$ cat src/logic/cbsc_map.vh
// Purpose: Constants for the front side bus sideband and control block.
// Assumes: Included by cbsc_sideband.v only.
// Notes:   Sleep state codes are the encoding used on i_sleep_state.
`ifndef CBSC_MAP_VH
`define CBSC_MAP_VH
`define CBSC_SYS_CLK_MHZ     125
`define CBSC_POR_HOLD_US     2000
`define CBSC_POR_HOLD_CYC    (`CBSC_POR_HOLD_US * `CBSC_SYS_CLK_MHZ)
`define CBSC_POR_CNT_W       18
`define CBSC_REQ_W           5
`define CBSC_RESP_W          3
`define CBSC_RESP_IDLE_N     3'h7
`define CBSC_STRAP_W         4
`define CBSC_SLEEP_W         3
`define CBSC_SLEEP_DEEP      3'h5
`define CBSC_SLEEP_DEEPER    3'h6
`define CBSC_SYNC_W          15
`define CBSC_SYNC_RST        15'h03F0
`define CBSC_ST_IDLE         2'h0
`define CBSC_ST_DRIVE        2'h1
`define CBSC_ST_STROBE       2'h2
`define CBSC_ST_RESP         2'h3
`endif

$ cat src/logic/cbsc_sideband.v
// Purpose: Sideband and control pin logic of a processor on a shared front side bus.
// Assumes: One system clock; every pin input is asynchronous and is synchronised first.
// Notes:   The bus clock pin is sampled and its edges are found in the system clock.
//
// Functional notes
// RL1 - Controller disabled: pin 0 becomes maskable interrupt, pin 1 nonmaskable interrupt.
// RL2 - Local interrupt controller is enabled after reset, pins keep local role.
// RL3 - Both local interrupt pins may change at any time against bus clock.
// RL4 - Lock stays asserted from first transaction start to final transaction end.
// RL5 - Priority agent takes the bus only after lock is seen deasserted.
// RL6 - Thermal alert goes active when monitor reports maximum safe temperature.
// RL7 - Power status indicator asserted only in the two deepest sleep states.
// RL8 - System holds power ok low cleanly, then raises it monotonically.
// RL9 - System should keep power ok high throughout boundary scan.
// RL10 - Bus owner drives five request command lines with transaction type.
// RL11 - Request command lines are source synchronous to address strobe zero.
// RL12 - Reset returns to known state and invalidates caches without write-back.
// RL13 - Power-on reset is held at least two milliseconds after supply and clock.
// RL14 - On seeing reset, every agent releases its bus outputs within two clocks.
// RL15 - Straps are valid with setup time before reset is deasserted.
// RL16 - Response agent drives the three response status lines.
// RL17 - Debug tool requests debug operation by asserting probe request.
// RL18 - Device reports debug readiness on probe ready.
// RL19 - Warm restart active at reset release starts the built-in self-test.
// RL20 - Every asynchronous input passes a two flip-flop synchroniser before use.
`timescale 1ns/1ps
`include "cbsc_map.vh"

module cbsc_sideband #(
    parameter POR_HOLD_CYC = `CBSC_POR_HOLD_CYC
) (
    input  wire                       i_sys_clk,
    input  wire                       i_rst_n,
    input  wire                       i_bus_clk,
    input  wire                       i_bus_reset_n,
    input  wire                       i_power_ok,
    input  wire [1:0]                 i_local_irq_pins,
    input  wire                       i_warm_restart_n,
    input  wire                       i_probe_request_n,
    input  wire                       i_lock_in_n,
    input  wire [`CBSC_RESP_W-1:0]    i_response_status_n,
    input  wire [`CBSC_STRAP_W-1:0]   i_straps,
    input  wire                       i_lic_cfg_we,
    input  wire                       i_lic_cfg_enable,
    input  wire                       i_bus_owner,
    input  wire                       i_txn_valid,
    input  wire [`CBSC_REQ_W-1:0]     i_txn_type,
    input  wire                       i_txn_lock,
    input  wire                       i_txn_last,
    input  wire                       i_temp_max,
    input  wire                       i_tcc_enable,
    input  wire [`CBSC_SLEEP_W-1:0]   i_sleep_state,
    input  wire                       i_debug_ready,
    output wire                       o_txn_ready,
    output reg  [`CBSC_REQ_W-1:0]     o_req_cmd_n,
    output reg                        o_req_cmd_oe,
    output reg                        o_address_strobe0_n,
    output reg                        o_address_strobe0_oe,
    output reg                        o_lock_out_n,
    output reg                        o_lock_oe,
    output reg  [`CBSC_RESP_W-1:0]    o_resp_status,
    output reg                        o_resp_valid,
    output reg                        o_lock_seen,
    output reg                        o_lic_enabled,
    output reg  [1:0]                 o_local_irq,
    output reg                        o_maskable_irq,
    output reg                        o_nmi,
    output reg                        o_thermal_alert_n,
    output reg                        o_tcc_active,
    output reg                        o_power_state_indicator_n,
    output reg                        o_probe_ready_n,
    output reg                        o_debug_req,
    output reg                        o_core_reset,
    output reg                        o_cache_invalidate,
    output reg                        o_builtin_self_test_start,
    output reg  [`CBSC_STRAP_W-1:0]   o_straps,
    output reg                        o_por_hold_met
);

////////////////////////////////////////////////////////////////////////////////
// Two flip-flop synchroniser for every pin input.

reg  [`CBSC_SYNC_W-1:0] sync1_q;
reg  [`CBSC_SYNC_W-1:0] sync2_q;
wire [`CBSC_SYNC_W-1:0] pins_raw;

assign pins_raw = {i_bus_clk, i_bus_reset_n, i_power_ok, i_local_irq_pins,
                   i_warm_restart_n, i_probe_request_n, i_lock_in_n,
                   i_response_status_n, i_straps};

always @(posedge i_sys_clk) begin
    if (!i_rst_n) begin
        // Reset values match the idle pin levels except bus reset, which resets low against brst_prev_q high, so one brst_enter edge follows reset.
        sync1_q <= `CBSC_SYNC_RST;
        sync2_q <= `CBSC_SYNC_RST;
    end else begin
        sync1_q <= pins_raw;                                   // [RL20] [RL3]
        sync2_q <= sync1_q;                                    // [RL20]
    end
end

wire                     bclk_s     = sync2_q[14];
wire                     brst_n_s   = sync2_q[13];
wire                     pwr_ok_s   = sync2_q[12];
wire [1:0]               irq_pins_s = sync2_q[11:10];
wire                     warm_n_s   = sync2_q[9];
wire                     dreq_n_s   = sync2_q[8];
wire                     lock_n_s   = sync2_q[7];
wire [`CBSC_RESP_W-1:0]  resp_n_s   = sync2_q[6:4];
wire [`CBSC_STRAP_W-1:0] straps_s   = sync2_q[3:0];

////////////////////////////////////////////////////////////////////////////////
// Bus clock edges and reset edges.

reg  bclk_prev_q;
reg  brst_prev_q;
wire bclk_rise = bclk_s & ~bclk_prev_q;
wire bclk_fall = ~bclk_s & bclk_prev_q;
wire brst_enter = ~brst_n_s & brst_prev_q;
wire brst_leave = brst_n_s & ~brst_prev_q;
wire bus_up = brst_n_s & pwr_ok_s;
reg  [`CBSC_POR_CNT_W-1:0] por_cnt_q;

always @(posedge i_sys_clk) begin
    if (!i_rst_n) begin
        bclk_prev_q        <= 1'b0;
        brst_prev_q        <= 1'b1;
        o_core_reset       <= 1'b1;
        o_cache_invalidate <= 1'b0;
        o_builtin_self_test_start       <= 1'b0;
        o_straps           <= {`CBSC_STRAP_W{1'b0}};
        por_cnt_q          <= {`CBSC_POR_CNT_W{1'b0}};
        o_por_hold_met     <= 1'b0;
    end else begin
        bclk_prev_q        <= bclk_s;
        brst_prev_q        <= brst_n_s;
        o_core_reset       <= ~bus_up;                         // [RL12]
        o_cache_invalidate <= brst_enter;                      // [RL12]
        o_builtin_self_test_start       <= brst_leave & ~warm_n_s;          // [RL19]
        if (brst_leave) begin
            o_straps <= straps_s;                              // [RL15]
        end
        if (!pwr_ok_s) begin
            por_cnt_q      <= {`CBSC_POR_CNT_W{1'b0}};         // [RL8]
            o_por_hold_met <= 1'b0;
        end else if (!brst_n_s) begin
            if (por_cnt_q == POR_HOLD_CYC[`CBSC_POR_CNT_W-1:0] - 1'b1) begin
                o_por_hold_met <= 1'b1;                        // [RL13]
            end else if (!o_por_hold_met) begin
                por_cnt_q <= por_cnt_q + 1'b1;
            end
        end
    end
end

////////////////////////////////////////////////////////////////////////////////
// Request command, address strobe, response status and lock.

localparam ST_IDLE   = `CBSC_ST_IDLE;
localparam ST_DRIVE  = `CBSC_ST_DRIVE;
localparam ST_STROBE = `CBSC_ST_STROBE;
localparam ST_RESP   = `CBSC_ST_RESP;

reg  [1:0] state_q;
reg        last_q;
reg        lock_q;

assign o_txn_ready = (state_q == ST_IDLE) & bus_up & i_bus_owner & bclk_rise;

always @(posedge i_sys_clk) begin
    if (!i_rst_n || !bus_up) begin
        state_q              <= ST_IDLE;                       // [RL14]
        last_q               <= 1'b0;
        lock_q               <= 1'b0;
        o_req_cmd_n          <= {`CBSC_REQ_W{1'b1}};
        o_req_cmd_oe         <= 1'b0;                          // [RL14]
        o_address_strobe0_n  <= 1'b1;
        o_address_strobe0_oe <= 1'b0;
        o_lock_out_n         <= 1'b1;
        o_lock_oe            <= 1'b0;
        o_resp_status        <= {`CBSC_RESP_W{1'b0}};
        o_resp_valid         <= 1'b0;
    end else begin
        o_resp_valid <= 1'b0;
        o_lock_out_n <= ~lock_q;
        o_lock_oe    <= lock_q;                                // [RL4] [RL5]
        case (state_q)
            ST_IDLE: begin
                if (o_txn_ready && i_txn_valid) begin
                    o_req_cmd_n          <= ~i_txn_type;       // [RL10]
                    o_req_cmd_oe         <= 1'b1;
                    o_address_strobe0_oe <= 1'b1;
                    last_q               <= ~i_txn_lock | i_txn_last;
                    if (i_txn_lock) begin
                        lock_q <= 1'b1;                        // [RL4]
                    end
                    state_q <= ST_DRIVE;
                end
            end
            ST_DRIVE: begin
                if (bclk_fall) begin
                    o_address_strobe0_n <= 1'b0;               // [RL11]
                    state_q             <= ST_STROBE;
                end
            end
            ST_STROBE: begin
                if (bclk_rise) begin
                    o_address_strobe0_n  <= 1'b1;              // [RL11]
                    o_address_strobe0_oe <= 1'b0;
                    o_req_cmd_n          <= {`CBSC_REQ_W{1'b1}};
                    o_req_cmd_oe         <= 1'b0;
                    state_q              <= ST_RESP;
                end
            end
            ST_RESP: begin
                if (bclk_rise && resp_n_s != `CBSC_RESP_IDLE_N) begin
                    o_resp_status <= ~resp_n_s;                // [RL16]
                    o_resp_valid  <= 1'b1;
                    if (last_q) begin
                        lock_q <= 1'b0;                        // [RL4]
                    end
                    state_q <= ST_IDLE;
                end
            end
            default: begin
                state_q <= ST_IDLE;
            end
        endcase
    end
end

////////////////////////////////////////////////////////////////////////////////
// Interrupt pins, thermal, power state and debug sideband.

always @(posedge i_sys_clk) begin
    if (!i_rst_n || !brst_n_s) begin
        o_lic_enabled             <= 1'b1;                     // [RL2]
        o_local_irq               <= 2'h0;
        o_maskable_irq            <= 1'b0;
        o_nmi                     <= 1'b0;
        o_thermal_alert_n         <= 1'b1;
        o_tcc_active              <= 1'b0;
        o_power_state_indicator_n <= 1'b1;
        o_probe_ready_n           <= 1'b1;
        o_debug_req               <= 1'b0;
        o_lock_seen               <= 1'b0;
    end else begin
        if (i_lic_cfg_we) begin
            o_lic_enabled <= i_lic_cfg_enable;
        end
        o_local_irq    <= o_lic_enabled ? irq_pins_s : 2'h0;   // [RL2]
        o_maskable_irq <= ~o_lic_enabled & irq_pins_s[0];      // [RL1]
        o_nmi          <= ~o_lic_enabled & irq_pins_s[1];      // [RL1]
        o_thermal_alert_n <= ~i_temp_max;                      // [RL6]
        o_tcc_active      <= i_temp_max & i_tcc_enable;        // [RL6]
        o_power_state_indicator_n <= ~((i_sleep_state == `CBSC_SLEEP_DEEP) ||
                                       (i_sleep_state == `CBSC_SLEEP_DEEPER)); // [RL7]
        o_debug_req     <= ~dreq_n_s;                          // [RL17]
        o_probe_ready_n <= ~i_debug_ready;                     // [RL18]
        o_lock_seen     <= ~lock_n_s;
    end
end

endmodule // cbsc_sideband

$ cat config.mk
export PLATFORM = sky130hd
export DESIGN_NAME = cbsc_sideband
export DESIGN_NICKNAME = d
export VERILOG_FILES = /design/src/logic/cbsc_sideband.v
export VERILOG_INCLUDE_DIRS = /design/src /design/src/logic
export SDC_FILE = /design/constraint.sdc
export NUM_CORES = 1
export LEC_CHECK = 0
export BUFFER_PORTS_ARGS = -buffer_cell sky130_fd_sc_hd__buf_2
export CORE_ASPECT_RATIO = 1.4
export CORE_MARGIN = 3
export CORE_UTILIZATION = 45
export CTS_CLUSTER_SIZE = 12
export DETAILED_ROUTE_END_ITERATION = 10
export HOLD_SLACK_MARGIN = 0.06
export PLACE_DENSITY = 0.73
export SETUP_SLACK_MARGIN = 0.1
export SKIP_LAST_GASP = 1
export SLEW_MARGIN = 0
export SYNTH_ARGS = -nofsm -noshare
export SYNTH_HDL_FRONTEND = slang
export SYNTH_SLANG_ARGS = --single-unit
$ cat constraint.sdc
create_clock -name i_sys_clk -period 2 [get_ports i_sys_clk]
set_input_delay 0.4 -clock i_sys_clk [delete_from_list [all_inputs] [get_ports i_sys_clk]]
set_output_delay 0.4 -clock i_sys_clk [all_outputs]
set_load 0.01 [all_outputs]
==> flow_metrics.env <==
export IMPL_postSynthCellCount=316
export IMPL_clock_tree_htree_level_count=3
export IMPL_grt_total_usage=0.159
export IMPL_yosys_register_bits=86
export IMPL_clock_latency_ns=0.35
export IMPL_yosysSeqAreaShare=0.539
export IMPL_drc_errors=0
export IMPL_place_detailed_hpwl_mm=4.51
export IMPL_timing_max_cap_violations=0
export IMPL_n_fill_cell=631
export IMPL_reg2reg_to="por_cnt_q[9]$_SDFFE_PN0P_"
export IMPL_grt_pass1_wl_mm=10.4
export IMPL_cts_repair_timing_setup_buffer_count=0
export IMPL_finish_cell_count_without_fillers=487
export IMPL_slew_limit_headroom=0.704
export IMPL_finalClockSkew_ns=0.00926
export IMPL_leakagePower_nw=1.59
export IMPL_cp_max_fo=4
export IMPL_worst_margin_slew_ns=0.442
export IMPL_antenna_diode_count=0
export IMPL_synth_area_um2=3200
export IMPL_cts_clk_pin_slew_worst_paths_ns=0.09
export IMPL_syn_to_final_growth_pct=21.2
export IMPL_final_net_count=430
export IMPL_min_path_type="in2reg"
export IMPL_hold_viol_final=0
export IMPL_die_width_um=77.2
export IMPL_initial_core_util=0.474
export IMPL_ir_drop_mv=0.484
export IMPL_synth_async_sr_flop_share=0
export IMPL_final_min_period_over_clock_period=0.902
export IMPL_worst_setup_path_start_kind="flop"
export IMPL_number_of_global_route_vias_before_repair=2289
export IMPL_dp_cells=471
export IMPL_drt_initial_drc_count=84
export IMPL_leading_register_cell_type_out_of_synthesis="sky130_fd_sc_hd__dfxtp_1"
export IMPL_timing_critical_path_required_ns=1.60
export IMPL_route_detailed_wl_per_inst_um=12.7
export IMPL_drive_above_1_share=0.284
export IMPL_clock_sinks=86
export IMPL_count_of_flip_flops_with_a_built_in_enable_after_synthesis=0
export IMPL_netlist_cell_type_count=48
export IMPL_total_wire_length_after_detailed_routing_mm=6.17
export IMPL_worstSetupPathType="reg2out"
export IMPL_routabilityCongestion=0.861
export IMPL_grt_max_degree=39
export IMPL_clk_path_buf_depth=2
export IMPL_hold_end="o_probe_ready_n$_SDFF_PP1_"
export IMPL_ant_nets=0
export IMPL_setup_reg_to_reg_worst_slack_ns=0.27
export IMPL_fin_crit_ns=1.80
export IMPL_worst_hold_startpoint="i_debug_ready"
export IMPL_cts_tree="built"
export IMPL_dieArea_um2=8160
export IMPL_vias_per_cell=5.00
export IMPL_ys_warn_count=0
export IMPL_via_count=2435
export IMPL_first_pass_detailed_route_iteration_total=4
export IMPL_cts_root_buf="sky130_fd_sc_hd__clkbuf_8"
export IMPL_drv_slew=0
export IMPL_critical_path_startpoint="state_q[1]$_SDFFE_PP0P_"
export IMPL_reg2regPathDepth=5
export IMPL_achievable_frequency_ghz=0.554
export IMPL_grt_overflow_total=0
export IMPL_cts_inserted_buffers=9
export IMPL_worst_r2r_startpoint="por_cnt_q[6]$_SDFFE_PN0P_"
export IMPL_setup_viol_count_final=0
export IMPL_min_delay_path_depth=2
export IMPL_setup_total_negative_slack_ns=0
export IMPL_placement_io_buffers=67
export IMPL_die_height_um=106
export IMPL_grt_setup_unrepaired="no"
export IMPL_antenna_violations_before_repair=0
export IMPL_pwr_density_cell_nw_per_um2=773
export IMPL_core_area_um2=6740
export IMPL_post_synth_cell_area_avg_um2=10.1
export IMPL_run_status="finished clean"
export IMPL_setup_worst_path_end_class="output pin"
export IMPL_mappedNetlistNets=356
export IMPL_num_io_pins=68
export IMPL_placementRows=35
export IMPL_critical_path_arrival_ns=1.40
-- timing repair --
action	4_1_cts	5_1_grt
pin swaps	1	0
hold buffers	0	0
gates resized for setup	5	4
setup endpoints to repair	1	1
-- cell usage in the layout, fill, tap and decap left out, drive strengths merged, types with 3 or more instances in the layout --
cell type  Yosys  final
dfxtp         86     86
buf            2     76
nand2         27     27
and2          25     25
nand2b        18     18
nor2          16     16
a21oi         14     14
mux2i         13     13
o21ai         10     10
clkbuf        11     10
and3           9      9
inv            7      9
nand3          8      8
nand4          7      7
xor2           6      6
nor4b          6      6
ha             6      6
nor2b          5      5
a211oi         4      4
and4           4      4
o211ai         3      3
nor3b          3      3
or4            3      3
or3            3      3
-- worst max-delay path by stage --
stage          slack [ns]  cells past startpoint                   endpoint
6_report             0.20                      5                o_txn_ready
5_1_grt              0.13                      5                o_txn_ready
4_1_cts              0.10                      5                o_txn_ready
3_5_place_dp         0.26                      6        lock_q$_SDFFE_PP0P_
3_3_place_gp         0.32                      5  por_cnt_q[9]$_SDFFE_PN0P_
2_1_floorplan        0.25                      4  por_cnt_q[9]$_SDFFE_PN0P_
-- logic make-up (layout without fill, tap and decap cells) --
group | Yosys count | after routing | synth area share
AO/OA/AOI/OAI | 45 | 45 | 0.0948
XOR/XNOR | 6 | 6 | 0.0164
adder cells (fa/ha/maj) | 6 | 6 | 0.0235
buffers and inverters | 20 | 99 | 0.0247
flip-flops | 86 | 86 | 0.539
multiplexers | 14 | 14 | 0.0442
AND/OR/NAND/NOR | 139 | 139 | 0.258
-- cells in the mapped netlist, types with 2 or more instances --
cell type	instances	share of area
sky130_fd_sc_hd__or4bb_1	2	0.0070
sky130_fd_sc_hd__nand2b_1	18	0.035
sky130_fd_sc_hd__or3_1	2	0.0039
sky130_fd_sc_hd__a2111o_1	2	0.0070
sky130_fd_sc_hd__mux2i_1	13	0.041
sky130_fd_sc_hd__nand4_1	7	0.014
sky130_fd_sc_hd__ha_1	6	0.023
sky130_fd_sc_hd__clkbuf_1	11	0.013
sky130_fd_sc_hd__nor3b_1	3	0.0070
sky130_fd_sc_hd__a31oi_1	2	0.0039
sky130_fd_sc_hd__a21oi_1	14	0.022
sky130_fd_sc_hd__or4_1	2	0.0047
sky130_fd_sc_hd__a211oi_1	4	0.0094
sky130_fd_sc_hd__nor4b_1	6	0.016
sky130_fd_sc_hd__nor2_1	16	0.019
sky130_fd_sc_hd__inv_1	7	0.0082
sky130_fd_sc_hd__nand3_1	8	0.013
sky130_fd_sc_hd__dfxtp_1	86	0.54
sky130_fd_sc_hd__o211ai_1	3	0.0070
sky130_fd_sc_hd__o21ai_0	10	0.016
sky130_fd_sc_hd__nand2_1	27	0.032
sky130_fd_sc_hd__and3_1	8	0.016
sky130_fd_sc_hd__and4_1	3	0.0082
sky130_fd_sc_hd__xor2_1	6	0.016
sky130_fd_sc_hd__nor2b_1	5	0.0098
sky130_fd_sc_hd__and2_1	23	0.045
-- power by group --
group / total (mW) / internal [mW] / switching, mW
logic: 0.102 / 0.0564 / 0.0456
registers: 1.76 / 1.75 / 0.0133
clock network: 1.13 / 0.502 / 0.633
total: 3.00 / 2.30 / 0.692
-- state kept, by name, summed over array words and instances (netlist names), 2 cells and up --
name / flops
o_local_irq: 2
state_q: 2
o_resp_status: 3
o_straps: 4
sync1_q: 15
por_cnt_q: 18
o_req_cmd_n: 5
sync2_q: 15
-- through the flow --
step,utilization,cell area (um2),hold WS [ns],power [mW],worst slack [ns]
3_5_place_dp,0.543,3660,0.370,1.90,0.261
3_3_place_gp,0.543,3660,0.369,1.90,0.320
4_1_cts,0.572,3860,0.175,3.04,0.101
5_1_grt,0.574,3870,0.192,3.12,0.128
6_report,0.574,3870,0.193,3.00,0.195
2_1_floorplan,-,3200,0.363,1.85,0.249
-- cell type report --
type	count	area, um2	area share
Clock buffer	10	138	0.0355
Tap cell	92	115	0.0297
Clock inverter	6	52.6	0.0136
Multi-Input combinational cell	210	1410	0.365
Inverter	7	26.3	0.00679
Timing Repair Buffer	76	403	0.104
Sequential cell	86	1730	0.446
-- layer usage --
metal | wire, um | track usage
met1 | 2470 | 0.172
met2 | 3320 | 0.286
met3 | 247 | 0.0274
met4 | 129 | 0.0954
met5 | 0 | 0
-- critical path: stages, from the launching register on --
cell and delay (ns):
sky130_fd_sc_hd__dfxtp_2 0.35, sky130_fd_sc_hd__inv_2 0.09, sky130_fd_sc_hd__ha_4 0.15, sky130_fd_sc_hd__and4_4 0.21, sky130_fd_sc_hd__and2_1 0.12, sky130_fd_sc_hd__buf_2 0.12
Power figures use the tool's default switching activity.
